`src/include/tla_pkg.sv`:
```
/*
 * Shared constants and types for the telemetry limit alert logic: command
 * codes, enable bit positions, reset values, warm-up timing and carriers.
 * Assumes a 100 MHz core clock and an SMBus slave front end that turns
 * host transactions into single-cycle command strobes.
 */
package tla_pkg;

    // Command codes of the alert registers.
    localparam logic [7:0] TLA_CODE_NTC_UPPER = 8'h0b;
    localparam logic [7:0] TLA_CODE_NTC_LOWER = 8'h0c;
    localparam logic [7:0] TLA_CODE_ENABLE = 8'h0d;
    localparam logic [7:0] TLA_CODE_FLAGS = 8'h40;

    // Reset values.
    localparam logic [15:0] TLA_RST_NTC_UPPER = 16'h0000;
    localparam logic [15:0] TLA_RST_NTC_LOWER = 16'h0000;
    localparam logic [15:0] TLA_RST_ENABLE = 16'h0000;
    localparam logic [15:0] TLA_RST_FLAGS = 16'h0000;

    // Implemented bits of the enable and flag registers; 13 and 12 are reserved.
    localparam logic [15:0] TLA_BIT_MASK = 16'hcfff;

    // Bit positions shared by the enable and flag registers.
    localparam int TLA_BIT_TELEM_VALID = 15;
    localparam int TLA_BIT_BSR_DONE = 14;
    localparam int TLA_BIT_BAT_UV = 11;
    localparam int TLA_BIT_BAT_OV = 10;
    localparam int TLA_BIT_IN_UV = 9;
    localparam int TLA_BIT_IN_OV = 8;
    localparam int TLA_BIT_OUT_UV = 7;
    localparam int TLA_BIT_OUT_OV = 6;
    localparam int TLA_BIT_IIN_HI = 5;
    localparam int TLA_BIT_IBAT_LO = 4;
    localparam int TLA_BIT_DIE_HI = 3;
    localparam int TLA_BIT_BSR_HI = 2;
    localparam int TLA_BIT_NTC_HIGH = 1;
    localparam int TLA_BIT_NTC_LOW = 0;
    localparam int TLA_EXT_LO = TLA_BIT_BSR_HI;
    localparam int TLA_EXT_HI = TLA_BIT_BAT_UV;

    // Timing.
    localparam int TLA_CLK_HZ = 100_000_000;
    localparam int TLA_WARMUP_MS = 12;
    localparam int TLA_WARMUP_CYCLES = TLA_WARMUP_MS * (TLA_CLK_HZ / 1000);

    // One register command from the SMBus front end.
    typedef struct packed {
        logic wr;
        logic rd;
        logic [7:0] code;
        logic [15:0] wdata;
    } tla_cmd_t;

    // Warm-up timer states.
    typedef enum logic [2:0] {
        TLA_WU_IDLE = 3'b001,
        TLA_WU_WARM = 3'b010,
        TLA_WU_VALID = 3'b100
    } tla_wu_state_t;

endpackage : tla_pkg

```
`src/hw/tla_warmup_timer.sv`:
```
/*
 * Telemetry warm-up timer: reports valid readings only after the measurement
 * system has run continuously for the warm-up interval.
 * Assumes telemetry_on is synchronous to clk and stays high while running.
 */
`timescale 1ns/10ps
module tla_warmup_timer
    import tla_pkg::*;
#(
    parameter int WARMUP_CYCLES = TLA_WARMUP_CYCLES
) (
    // Clock and reset
    input wire logic clk,
    input wire logic rst,
    // Measurement system
    input wire logic telemetry_on,
    output logic telemetry_valid
);

    localparam int CNT_W = $clog2(WARMUP_CYCLES + 1);
    localparam logic [CNT_W-1:0] CNT_LAST = CNT_W'(WARMUP_CYCLES - 1);

    tla_wu_state_t state;
    logic [CNT_W-1:0] count;

    // Dropping telemetry_on at any point restarts the full interval.
    always_ff @(posedge clk or posedge rst) begin
        if (rst) begin
            state <= TLA_WU_IDLE;
        end else begin
            case (state)
                TLA_WU_IDLE: begin
                    if (telemetry_on) begin
                        state <= TLA_WU_WARM;
                    end
                end
                TLA_WU_WARM: begin
                    if (!telemetry_on) begin
                        state <= TLA_WU_IDLE;
                    end else if (count == CNT_LAST) begin
                        state <= TLA_WU_VALID; // see (RULE7)
                    end
                end
                TLA_WU_VALID: begin
                    if (!telemetry_on) begin
                        state <= TLA_WU_IDLE;
                    end
                end
                default: begin
                    state <= TLA_WU_IDLE;
                end
            endcase
        end
    end

    always_ff @(posedge clk or posedge rst) begin
        if (rst) begin
            count <= '0;
        end else if (state == TLA_WU_WARM) begin
            count <= count + CNT_W'(1);
        end else begin
            count <= '0;
        end
    end

    assign telemetry_valid = (state == TLA_WU_VALID);

endmodule : tla_warmup_timer

```
`src/hw/tla_alert_logic.sv`:
```
/*
 * Telemetry limit alert logic: thermistor thresholds, limit alert enables,
 * sticky alert flags, the shared SMBALERT pin and the charger start gate.
 * Assumes an SMBus slave front end delivers one-cycle command strobes and
 * that the other limit comparators deliver their results as levels.
 */
// What this block does
// (RULE1) Writable signed thermistor upper threshold at code 0x0b, reset zero.
// (RULE2) Writable signed thermistor lower threshold at code 0x0c, reset zero.
// (RULE3) Reading above upper threshold with enable set latches the high flag.
// (RULE4) Reading below lower threshold with enable set latches the low flag.
// (RULE5) Sixteen-bit enable register at code 0x0d, reset zero, gates alert sources.
// (RULE6) Enable bit 15 flags and alerts when telemetry becomes valid.
// (RULE7) Telemetry counts as invalid for 12 ms after the measurement system starts.
// (RULE8) Charger stays disabled until warm-up ends, whatever bit 15 holds.
// (RULE9) Enable bit 14 flags and alerts when a resistance measurement finishes.
// (RULE10) Enable bit 11 flags and alerts on battery voltage below floor.
// (RULE11) Enable bit 10 flags and alerts on battery voltage above ceiling.
// (RULE12) Enable bit 9 flags and alerts on input voltage below floor.
// (RULE13) Enable bit 8 flags and alerts on input voltage above ceiling.
// (RULE14) Enable bit 7 flags and alerts on output voltage below floor.
// (RULE15) Enable bit 6 flags and alerts on output voltage above ceiling.
// (RULE16) Bit 1 enables thermistor high alert, bit 0 thermistor low alert.
// (RULE17) Bits 5..2 gate input current, battery current, die temperature, resistance.
// (RULE18) SMBALERT holds while any enabled flag is latched, until all are cleared.
// (RULE19) Enable bits 13 and 12 are reserved, read zero, ignore writes.
`timescale 1ns/10ps
module tla_alert_logic
    import tla_pkg::*;
#(
    parameter int WARMUP_CYCLES = TLA_WARMUP_CYCLES
) (
    // Clock and reset
    input wire logic clk,
    input wire logic rst,
    // Register commands from the SMBus front end
    input wire tla_cmd_t cmd,
    output logic [15:0] rdata,
    output logic rdata_valid,
    // Measurement system
    input wire logic telemetry_on,
    input wire logic signed [15:0] ntc_reading,
    input wire logic [TLA_EXT_HI:TLA_EXT_LO] limit_hit,
    input wire logic bsr_done,
    output logic telemetry_valid,
    // Charger control
    input wire logic charger_request,
    output logic charger_enable,
    // SMBALERT open-drain pin, driven low while oe is high
    input wire logic smbalert_in,
    output logic smbalert_out,
    output logic smbalert_oe
);

    logic [15:0] ntc_upper;
    logic [15:0] ntc_lower;
    logic [15:0] enable;
    logic [15:0] flags;
    logic [15:0] flag_set;
    logic [15:0] flag_clr;
    logic [15:0] pending;
    logic valid_d;
    logic valid_rise;
    logic ntc_high_hit;
    logic ntc_low_hit;
    logic wr_upper;
    logic wr_lower;
    logic wr_enable;
    logic wr_flags;

    // Shared by the write strobes and the read mux.
    function automatic logic code_is(input logic [7:0] code, input logic [7:0] target);
        code_is = (code == target);
    endfunction : code_is

    assign wr_upper = cmd.wr && code_is(cmd.code, TLA_CODE_NTC_UPPER);
    assign wr_lower = cmd.wr && code_is(cmd.code, TLA_CODE_NTC_LOWER);
    assign wr_enable = cmd.wr && code_is(cmd.code, TLA_CODE_ENABLE);
    assign wr_flags = cmd.wr && code_is(cmd.code, TLA_CODE_FLAGS);

    tla_warmup_timer #(
        .WARMUP_CYCLES(WARMUP_CYCLES)
    ) u_warmup (
        .clk(clk),
        .rst(rst),
        .telemetry_on(telemetry_on),
        .telemetry_valid(telemetry_valid)
    );

    always_ff @(posedge clk or posedge rst) begin
        if (rst) begin
            ntc_upper <= TLA_RST_NTC_UPPER;
        end else if (wr_upper) begin
            ntc_upper <= cmd.wdata; // see (RULE1)
        end
    end

    always_ff @(posedge clk or posedge rst) begin
        if (rst) begin
            ntc_lower <= TLA_RST_NTC_LOWER;
        end else if (wr_lower) begin
            ntc_lower <= cmd.wdata; // see (RULE2)
        end
    end

    always_ff @(posedge clk or posedge rst) begin
        if (rst) begin
            enable <= TLA_RST_ENABLE;
        end else if (wr_enable) begin
            enable <= cmd.wdata & TLA_BIT_MASK; // see (RULE5) see (RULE19)
        end
    end

    always_ff @(posedge clk or posedge rst) begin
        if (rst) begin
            valid_d <= 1'b0;
        end else begin
            valid_d <= telemetry_valid;
        end
    end

    assign valid_rise = telemetry_valid && !valid_d;

    // Readings taken before warm-up are inaccurate, so no limit is judged then.
    assign ntc_high_hit = telemetry_valid && (ntc_reading > $signed(ntc_upper)); // see (RULE3)
    assign ntc_low_hit = telemetry_valid && (ntc_reading < $signed(ntc_lower)); // see (RULE4)

    always_comb begin
        flag_set = '0;
        flag_set[TLA_BIT_TELEM_VALID] = valid_rise && enable[TLA_BIT_TELEM_VALID]; // see (RULE6)
        flag_set[TLA_BIT_BSR_DONE] = bsr_done && enable[TLA_BIT_BSR_DONE]; // see (RULE9)
        // see (RULE10) see (RULE11) see (RULE12) see (RULE13) see (RULE14) see (RULE15)
        // see (RULE17)
        flag_set[TLA_EXT_HI:TLA_EXT_LO] = limit_hit & enable[TLA_EXT_HI:TLA_EXT_LO]
            & {(TLA_EXT_HI - TLA_EXT_LO + 1){telemetry_valid}};
        flag_set[TLA_BIT_NTC_HIGH] = ntc_high_hit && enable[TLA_BIT_NTC_HIGH]; // see (RULE16)
        flag_set[TLA_BIT_NTC_LOW] = ntc_low_hit && enable[TLA_BIT_NTC_LOW]; // see (RULE16)
    end

    // Writing zero to a flag bit clears it; writing one leaves it alone.
    assign flag_clr = wr_flags ? ~cmd.wdata : 16'h0000;

    // A condition arriving in the clearing cycle wins, so no event is lost.
    genvar gi;
    generate
        for (gi = 0; gi < 16; gi++) begin : g_flag
            if (TLA_BIT_MASK[gi]) begin : g_impl
                always_ff @(posedge clk or posedge rst) begin
                    if (rst) begin
                        flags[gi] <= TLA_RST_FLAGS[gi];
                    end else begin
                        flags[gi] <= flag_set[gi] || (flags[gi] && !flag_clr[gi]); // see (RULE3)
                    end
                end
            end else begin : g_rsvd
                assign flags[gi] = 1'b0; // see (RULE19)
            end
        end
    endgenerate

    assign pending = flags & enable;

    // The pin is only ever pulled low; the bus pull-up releases it.
    always_ff @(posedge clk or posedge rst) begin
        if (rst) begin
            smbalert_oe <= 1'b0;
        end else begin
            smbalert_oe <= |pending; // see (RULE18)
        end
    end

    assign smbalert_out = 1'b0;

    always_ff @(posedge clk or posedge rst) begin
        if (rst) begin
            charger_enable <= 1'b0;
        end else begin
            charger_enable <= charger_request && telemetry_valid; // see (RULE8)
        end
    end

    always_ff @(posedge clk or posedge rst) begin
        if (rst) begin
            rdata <= 16'h0000;
        end else if (cmd.rd) begin
            if (code_is(cmd.code, TLA_CODE_NTC_UPPER)) begin
                rdata <= ntc_upper;
            end else if (code_is(cmd.code, TLA_CODE_NTC_LOWER)) begin
                rdata <= ntc_lower;
            end else if (code_is(cmd.code, TLA_CODE_ENABLE)) begin
                rdata <= enable;
            end else if (code_is(cmd.code, TLA_CODE_FLAGS)) begin
                rdata <= flags;
            end else begin
                rdata <= 16'h0000;
            end
        end
    end

    always_ff @(posedge clk or posedge rst) begin
        if (rst) begin
            rdata_valid <= 1'b0;
        end else begin
            rdata_valid <= cmd.rd;
        end
    end

    // Helper logic for the assertions below.
    logic [31:0] on_cycles;
    logic pin_seen_low;

    always_ff @(posedge clk or posedge rst) begin
        if (rst) begin
            on_cycles <= 32'h0000_0000;
        end else if (!telemetry_on) begin
            on_cycles <= 32'h0000_0000;
        end else if (on_cycles != 32'hffff_ffff) begin
            on_cycles <= on_cycles + 32'h0000_0001;
        end
    end

    // Tracks the level seen on the shared wire while this device pulls it.
    always_ff @(posedge clk or posedge rst) begin
        if (rst) begin
            pin_seen_low <= 1'b0;
        end else begin
            pin_seen_low <= smbalert_oe && !smbalert_in;
        end
    end

    generate
        for (gi = TLA_EXT_LO; gi <= TLA_EXT_HI; gi++) begin : g_ext_chk

        end
    endgenerate
endmodule : tla_alert_logic

```
`config.mk`:
```
export PLATFORM = sky130hd
export DESIGN_NAME = tla_alert_logic
export DESIGN_NICKNAME = d
export VERILOG_FILES = /design/src/include/tla_pkg.sv /design/src/hw/tla_warmup_timer.sv /design/src/hw/tla_alert_logic.sv
export SDC_FILE = /design/constraint.sdc
export NUM_CORES = 1
export LEC_CHECK = 0
export BUFFER_PORTS_ARGS = -buffer_cell sky130_fd_sc_hd__buf_2
export CORE_MARGIN = 5
export CORE_UTILIZATION = 57
export CTS_CLUSTER_DIAMETER = 40
export DETAILED_ROUTE_END_ITERATION = 10
export GPL_TIMING_DRIVEN = 0
export MAX_ROUTING_LAYER = met4
export PLACE_DENSITY = 0.8
export SYNTH_ARGS = -nofsm -noshare
export SYNTH_HDL_FRONTEND = slang
export SYNTH_SLANG_ARGS = --single-unit
```
`constraint.sdc`:
```
create_clock -name clk -period 3.4 [get_ports clk]
set_clock_uncertainty 0.05 [all_clocks]
set_input_delay 0.34 -clock clk [delete_from_list [all_inputs] [get_ports clk]]
set_output_delay 0.34 -clock clk [all_outputs]
set_load 0.005 [all_outputs]
```
# == After elaboration in Yosys (flattened, before gate mapping) ==
# Cells that the tools add are included.
# totals
latchBits,0
ramBits,0
rom_bits,0
ff_bits,104
out_inout_bits,21
mem_count,0
inputBits,58
word_cells,110
# classes
eq_ne,11
multipliers,0
n_lt_le_gt_ge,2
n_addsub,1
bitwise,4
n_mux,11
div_mod_pow,0
reduce_logical,57
n_shift,0
# ops
operator,n
two-way mux 16 bit,5
logical AND 1 bit,26
"== test 8 x 4 -> 1 bit, second input constant",3
"adder 21 x 1 -> 21 bit, second input constant",1
"== test 21 bit, second input constant",1
two-way mux 21 bit,1
AND 10 bit,2
AND 16 bit,1
> comparator 16 bit,1
< comparator 16 bit,1
NOT 16 bit,1
OR reduction 16 bit,1
zero test 1 bit,15
logical OR 1 bit,14
two-way mux 3 bit,4
one-hot mux 3 bit (3 select lines),1
"== test 8 x 7 -> 1 bit, second input constant",1
"inequality test 2 bit, second input constant",2
"== test 3 x 1 -> 1 bit, second input constant",1
"== test 3 x 2 -> 1 bit, second input constant",1
"== test 3 bit, second input constant",1
"inequality test 3 x 2 -> 1 bit, second input constant",1
AND reduction 3 bit,1

# == Logic depth before layout (Yosys ltp) ==
# logic_depth
depth_word,6
ltp_mapped,7
mapped_depth_nobuf,7

# == By module ==
# From an unflattened synthesis, not the netlist that was laid out.
# hier_totals
cells_unflattened,521
hier_area_um2,5631.7
# modules_own_cells
module,cells_per_inst,area_each_um2,instances,seq_area_each_um2
tla_alert_logic,398,4423.0,1,2001.9
tla_warmup_timer,123,1208.7,1,601.8

# == Worst setup path after synthesis ==
# OpenSTA, ideal clock, no wires.
# synth_path
kind,input to register
startpoint,input port cmd[21] in the netlist's numbering
endpoint,register ntc_lower[0]
setup_time_ps,125
n_path_buf,2
slack_ps,1371
t_required_ps,3225
t_arrival_ps,1854
stages,6
path_cell_list,or3_1 buf_2 nor4_4 nand2_4 buf_6 mux2_4
# synth_between
elab_chain_cells,2
# synth_lines
item,line_no,rtl
"start, declared",tla_alert_logic.sv:37,"input wire tla_cmd_t cmd,"
== test 8 x 4 -> 1 bit,tla_alert_logic.sv:73,code_is = (code == target);
logical AND 1 bit,tla_alert_logic.sv:77,"assign wr_lower = cmd.wr && code_is(cmd.code, TLA_CODE_NTC_LOWER);"
"end signal, assigned",tla_alert_logic.sv:102,ntc_lower <= cmd.wdata;
"end, declared",tla_alert_logic.sv:56,logic [15:0] ntc_lower;
# No other way between the ends.
# A chain may end at the register's enable or synchronous reset.

# == Worst setup path in the final report ==
# layout_path
startpoint,register u_warmup.state[1]
endpoint,output port telemetry_valid
# layout_between
elab_chain_cells,1
# layout_lines
item,line_no,rtl
"start, declared",tla_warmup_timer.sv:23,tla_wu_state_t state;
"start signal, assigned",tla_warmup_timer.sv:29,state <= TLA_WU_IDLE;
"start signal, assigned",tla_warmup_timer.sv:34,state <= TLA_WU_WARM;
"start signal, assigned",tla_warmup_timer.sv:39,state <= TLA_WU_IDLE;
== test 3 bit,tla_warmup_timer.sv:66,assign telemetry_valid = (state == TLA_WU_VALID);
"end, declared",tla_alert_logic.sv:45,"output logic telemetry_valid,"
# No other way between the ends.

==> results.md <==
* Synth Warn # at 0
* Die width at 107 microns
* I/O pin count at about 80
* Crit path max fanout at 11
* RSZ-0062 raised after global routing: false
* Die area at 11500 sq um
* Root Driver: clkbuf_8
* Gr usage total at 0.255
* Data arrival, critical path at 2.58 ns
* Detailed placer's ending HPWL at just under 10000 microns
* Share of cells above drive strength 1 at 0.273
* Largest net degree at the start of global routing at 68
* Distinct cells, synth at 56
* Buffer levels on the longest clock path at 2
* Global route overflow at 0
* Status: finished clean
* Max-slew violations at 0
* Most frequent cells in the layout: dfrtp_1, buf_2, mux2_2, inv_1, nor2_1
* Peak Freq at 336 MHz
* Vias in the first global route at 4396
* H-tree levels at 3
* CTS tree: done
* ANT nets after route at 0
* Reg clk slew, reported paths at 0.11 ns
* Sequential area share after synthesis at 0.484
* Worst EP required at ~3 ns
* Synthesized cell area at 5380 sq um
* Port bufs at 76
* Drc violations at 0
* Ys async rst share at 1.00
* Slew headroom at 0.207
* Hold WC Path Type: input pin to flip-flop
* Row count at 35
* Crit share post-route at 0.874
* Final Hold Viols at 0
* Post-synth EDFFs at 0
* Syn Nets at 586
* Starting DRC count in detailed routing at 436
* Die height at between 100 and 150 microns
* # setup viols final at 0
* Max Cap Viol at 0
* Worst hold slack at 0.0585 ns
* Initial Utilization at 0.582
* Global placement routability congestion at 0.925
* Synth Flop Type: dfrtp_1
* Critical path endpoint category: primary output
* Worst slew pin tran at 1.19 ns
* Synthesis-to-finish area growth at 14.2%
* Via count at 4311
* Setup TNS Final at 0 ns
* WL final at roughly 13000 microns
* CP Class: flip-flop to primary output
* Avg Inst Size Synth at 10.8 sq um
* First-pass GRT wire length at 21900 microns
* Most common cell after layout, fill and taps aside: dfrtp_1
* Vias per inst at 6.00
* Pwr/cell area at 380 nW/um^2
* Setup crit start kind: flip-flop
* Final Critical Period at 2.97 ns
* Inserted Diodes at 0
* Clk sink count at 104
* Routed length per instance at about 19 microns
* Max VDD drop at 0.240 mV
* Static Leak at 2.89 nW
* Initial antenna violation count at 0
* Nets at 675
* Post-CTS sizing at 0
* CTS buffer count at 9
* Core ar. at 9240 sq um
* Cells after synthesis at 496
* Worst skew pair latency at 0.40 ns
* Pre-antenna DRT Iters at 5
* Flops & latches, synth at 104
==> metal layers <==
layer / part of all wire / vias up / global-route usage
met3: 0.081 / 32 / 0.0446
li1: - / 1973 / -
met2: 0.47 / 196 / 0.383
met5: 0 / - / -
met1: 0.43 / 2110 / 0.344
met4: 0.025 / 0 / 0.105
==> synthesized netlist by cell type (2+ instances only) <==
master / n / area (sq um)
nand4_1: 8 / 50.1
a22oi_1: 30 / 225
mux2_2: 38 / 428
a211oi_1: 2 / 15.0
o21ai_0: 21 / 105
nor3b_1: 2 / 15.0
xor2_1: 10 / 87.6
nor2_1: 37 / 139
nor4b_1: 2 / 17.5
nand2_1: 30 / 113
ha_1: 32 / 400
nand2_2: 2 / 12.5
and2_1: 2 / 12.5
nor4_4: 2 / 42.5
inv_1: 39 / 146
nand4b_1: 3 / 26.3
mux2_4: 10 / 150
or3_1: 4 / 25.0
clkbuf_1: 9 / 33.8
and3_1: 3 / 18.8
o21a_1: 2 / 15.0
xnor2_1: 6 / 52.6
a221oi_1: 2 / 17.5
a31oi_1: 14 / 87.6
a21o_1: 3 / 22.5
nand2b_1: 2 / 12.5
o211ai_1: 4 / 30.0
nor2b_1: 3 / 18.8
nand3b_1: 2 / 15.0
and4_1: 3 / 26.3
nor4_1: 2 / 12.5
a21oi_1: 14 / 70.1
a222oi_1: 2 / 20.0
dfrtp_1: 103 / 2580
buf_2: 6 / 30.0
nand3_1: 22 / 110
==> final timing paths <==
| check | start | end | slack [ns] | cells past startpoint |
|---|---|---|---|---|
| max in group asynchronous | rst | u_warmup.state[0] | 2.08 | 4 |
| worst max register to register | u_warmup.state[1] | flags[8] | 1.08 | 4 |
| worst max-delay path | u_warmup.state[1] | telemetry_valid | 0.43 | 3 |
| min in group asynchronous | rst | flags[6] | 0.46 | 3 |
| worst min register to register | u_warmup.count[0] | u_warmup.count[0] | 0.45 | 1 |
| worst min-delay path | cmd[24] | rdata_valid | 0.06 | 1 |
==> power breakdown <==
part / switching (W) / leakage [nW] / internal, W / total, W
logic: 0.000142 / 1.38 / 0.000115 / 0.000257
registers: 0.0000438 / 1.41 / 0.00129 / 0.00133
clock network: 0.000469 / 0.0965 / 0.000281 / 0.000750
total: 0.000654 / 2.89 / 0.00168 / 0.00234
==> timing repair <==
| action | CTS | global route |
|---|---|---|
| hold buffers | 1 | 0 |
| hold endpoints to repair | 37 | 0 |
| buffers inserted | 0 | 0 |
==> cell families after synthesis <==
| kind of cell | count (synthesis) | synth area share |
|---|---|---|
| AO/OA/AOI/OAI | 101 | 0.123 |
| XOR/XNOR | 16 | 0.0261 |
| adder cells (fa/ha/maj) | 32 | 0.0744 |
| buffers and inverters | 56 | 0.0426 |
| flip-flops | 104 | 0.484 |
| multiplexers | 49 | 0.109 |
| other | 1 | 0.000697 |
| AND/OR/NAND/NOR | 137 | 0.140 |
==> area by class of cell <==
type,instances,area [sq um]
multi-input cells,336,2550
inverters,39,149
fillers,724,3100
flip-flops and latches,104,2600
well taps,129,161
repair buffers,78,418
plain buffers,17,82.6
clock buffers,9,124
clock inverters,7,60.1
==> registers in the layout (all words and copies together) (netlist names), 3 cells and up <==
register,flops
flags,14
ntc_upper,16
ntc_lower,16
u_warmup.state,3
u_warmup.count,21
enable,14
rdata,16
==> through the flow <==
stage                     utilization  power [W]  worst slack [ns]  area [sq um]  std cells
after floorplan                     -    0.00149             0.279          5380        496
after global placement          0.641    0.00159            -0.776          5920        701
after detailed placement        0.644    0.00161             0.846          5950        702
after CTS                       0.665    0.00235             0.483          6140        719
after global routing            0.665    0.00243             0.338          6140        719
final                           0.665    0.00234             0.428          6140        719
==> critical path, stage by stage (launching register included) <==
cell and delay (ns):
dfrtp_1 0.45, nor3b_1 0.96, clkbuf_1 0.56, buf_2 0.23
No activity file was read; power rests on OpenSTA's default activity.
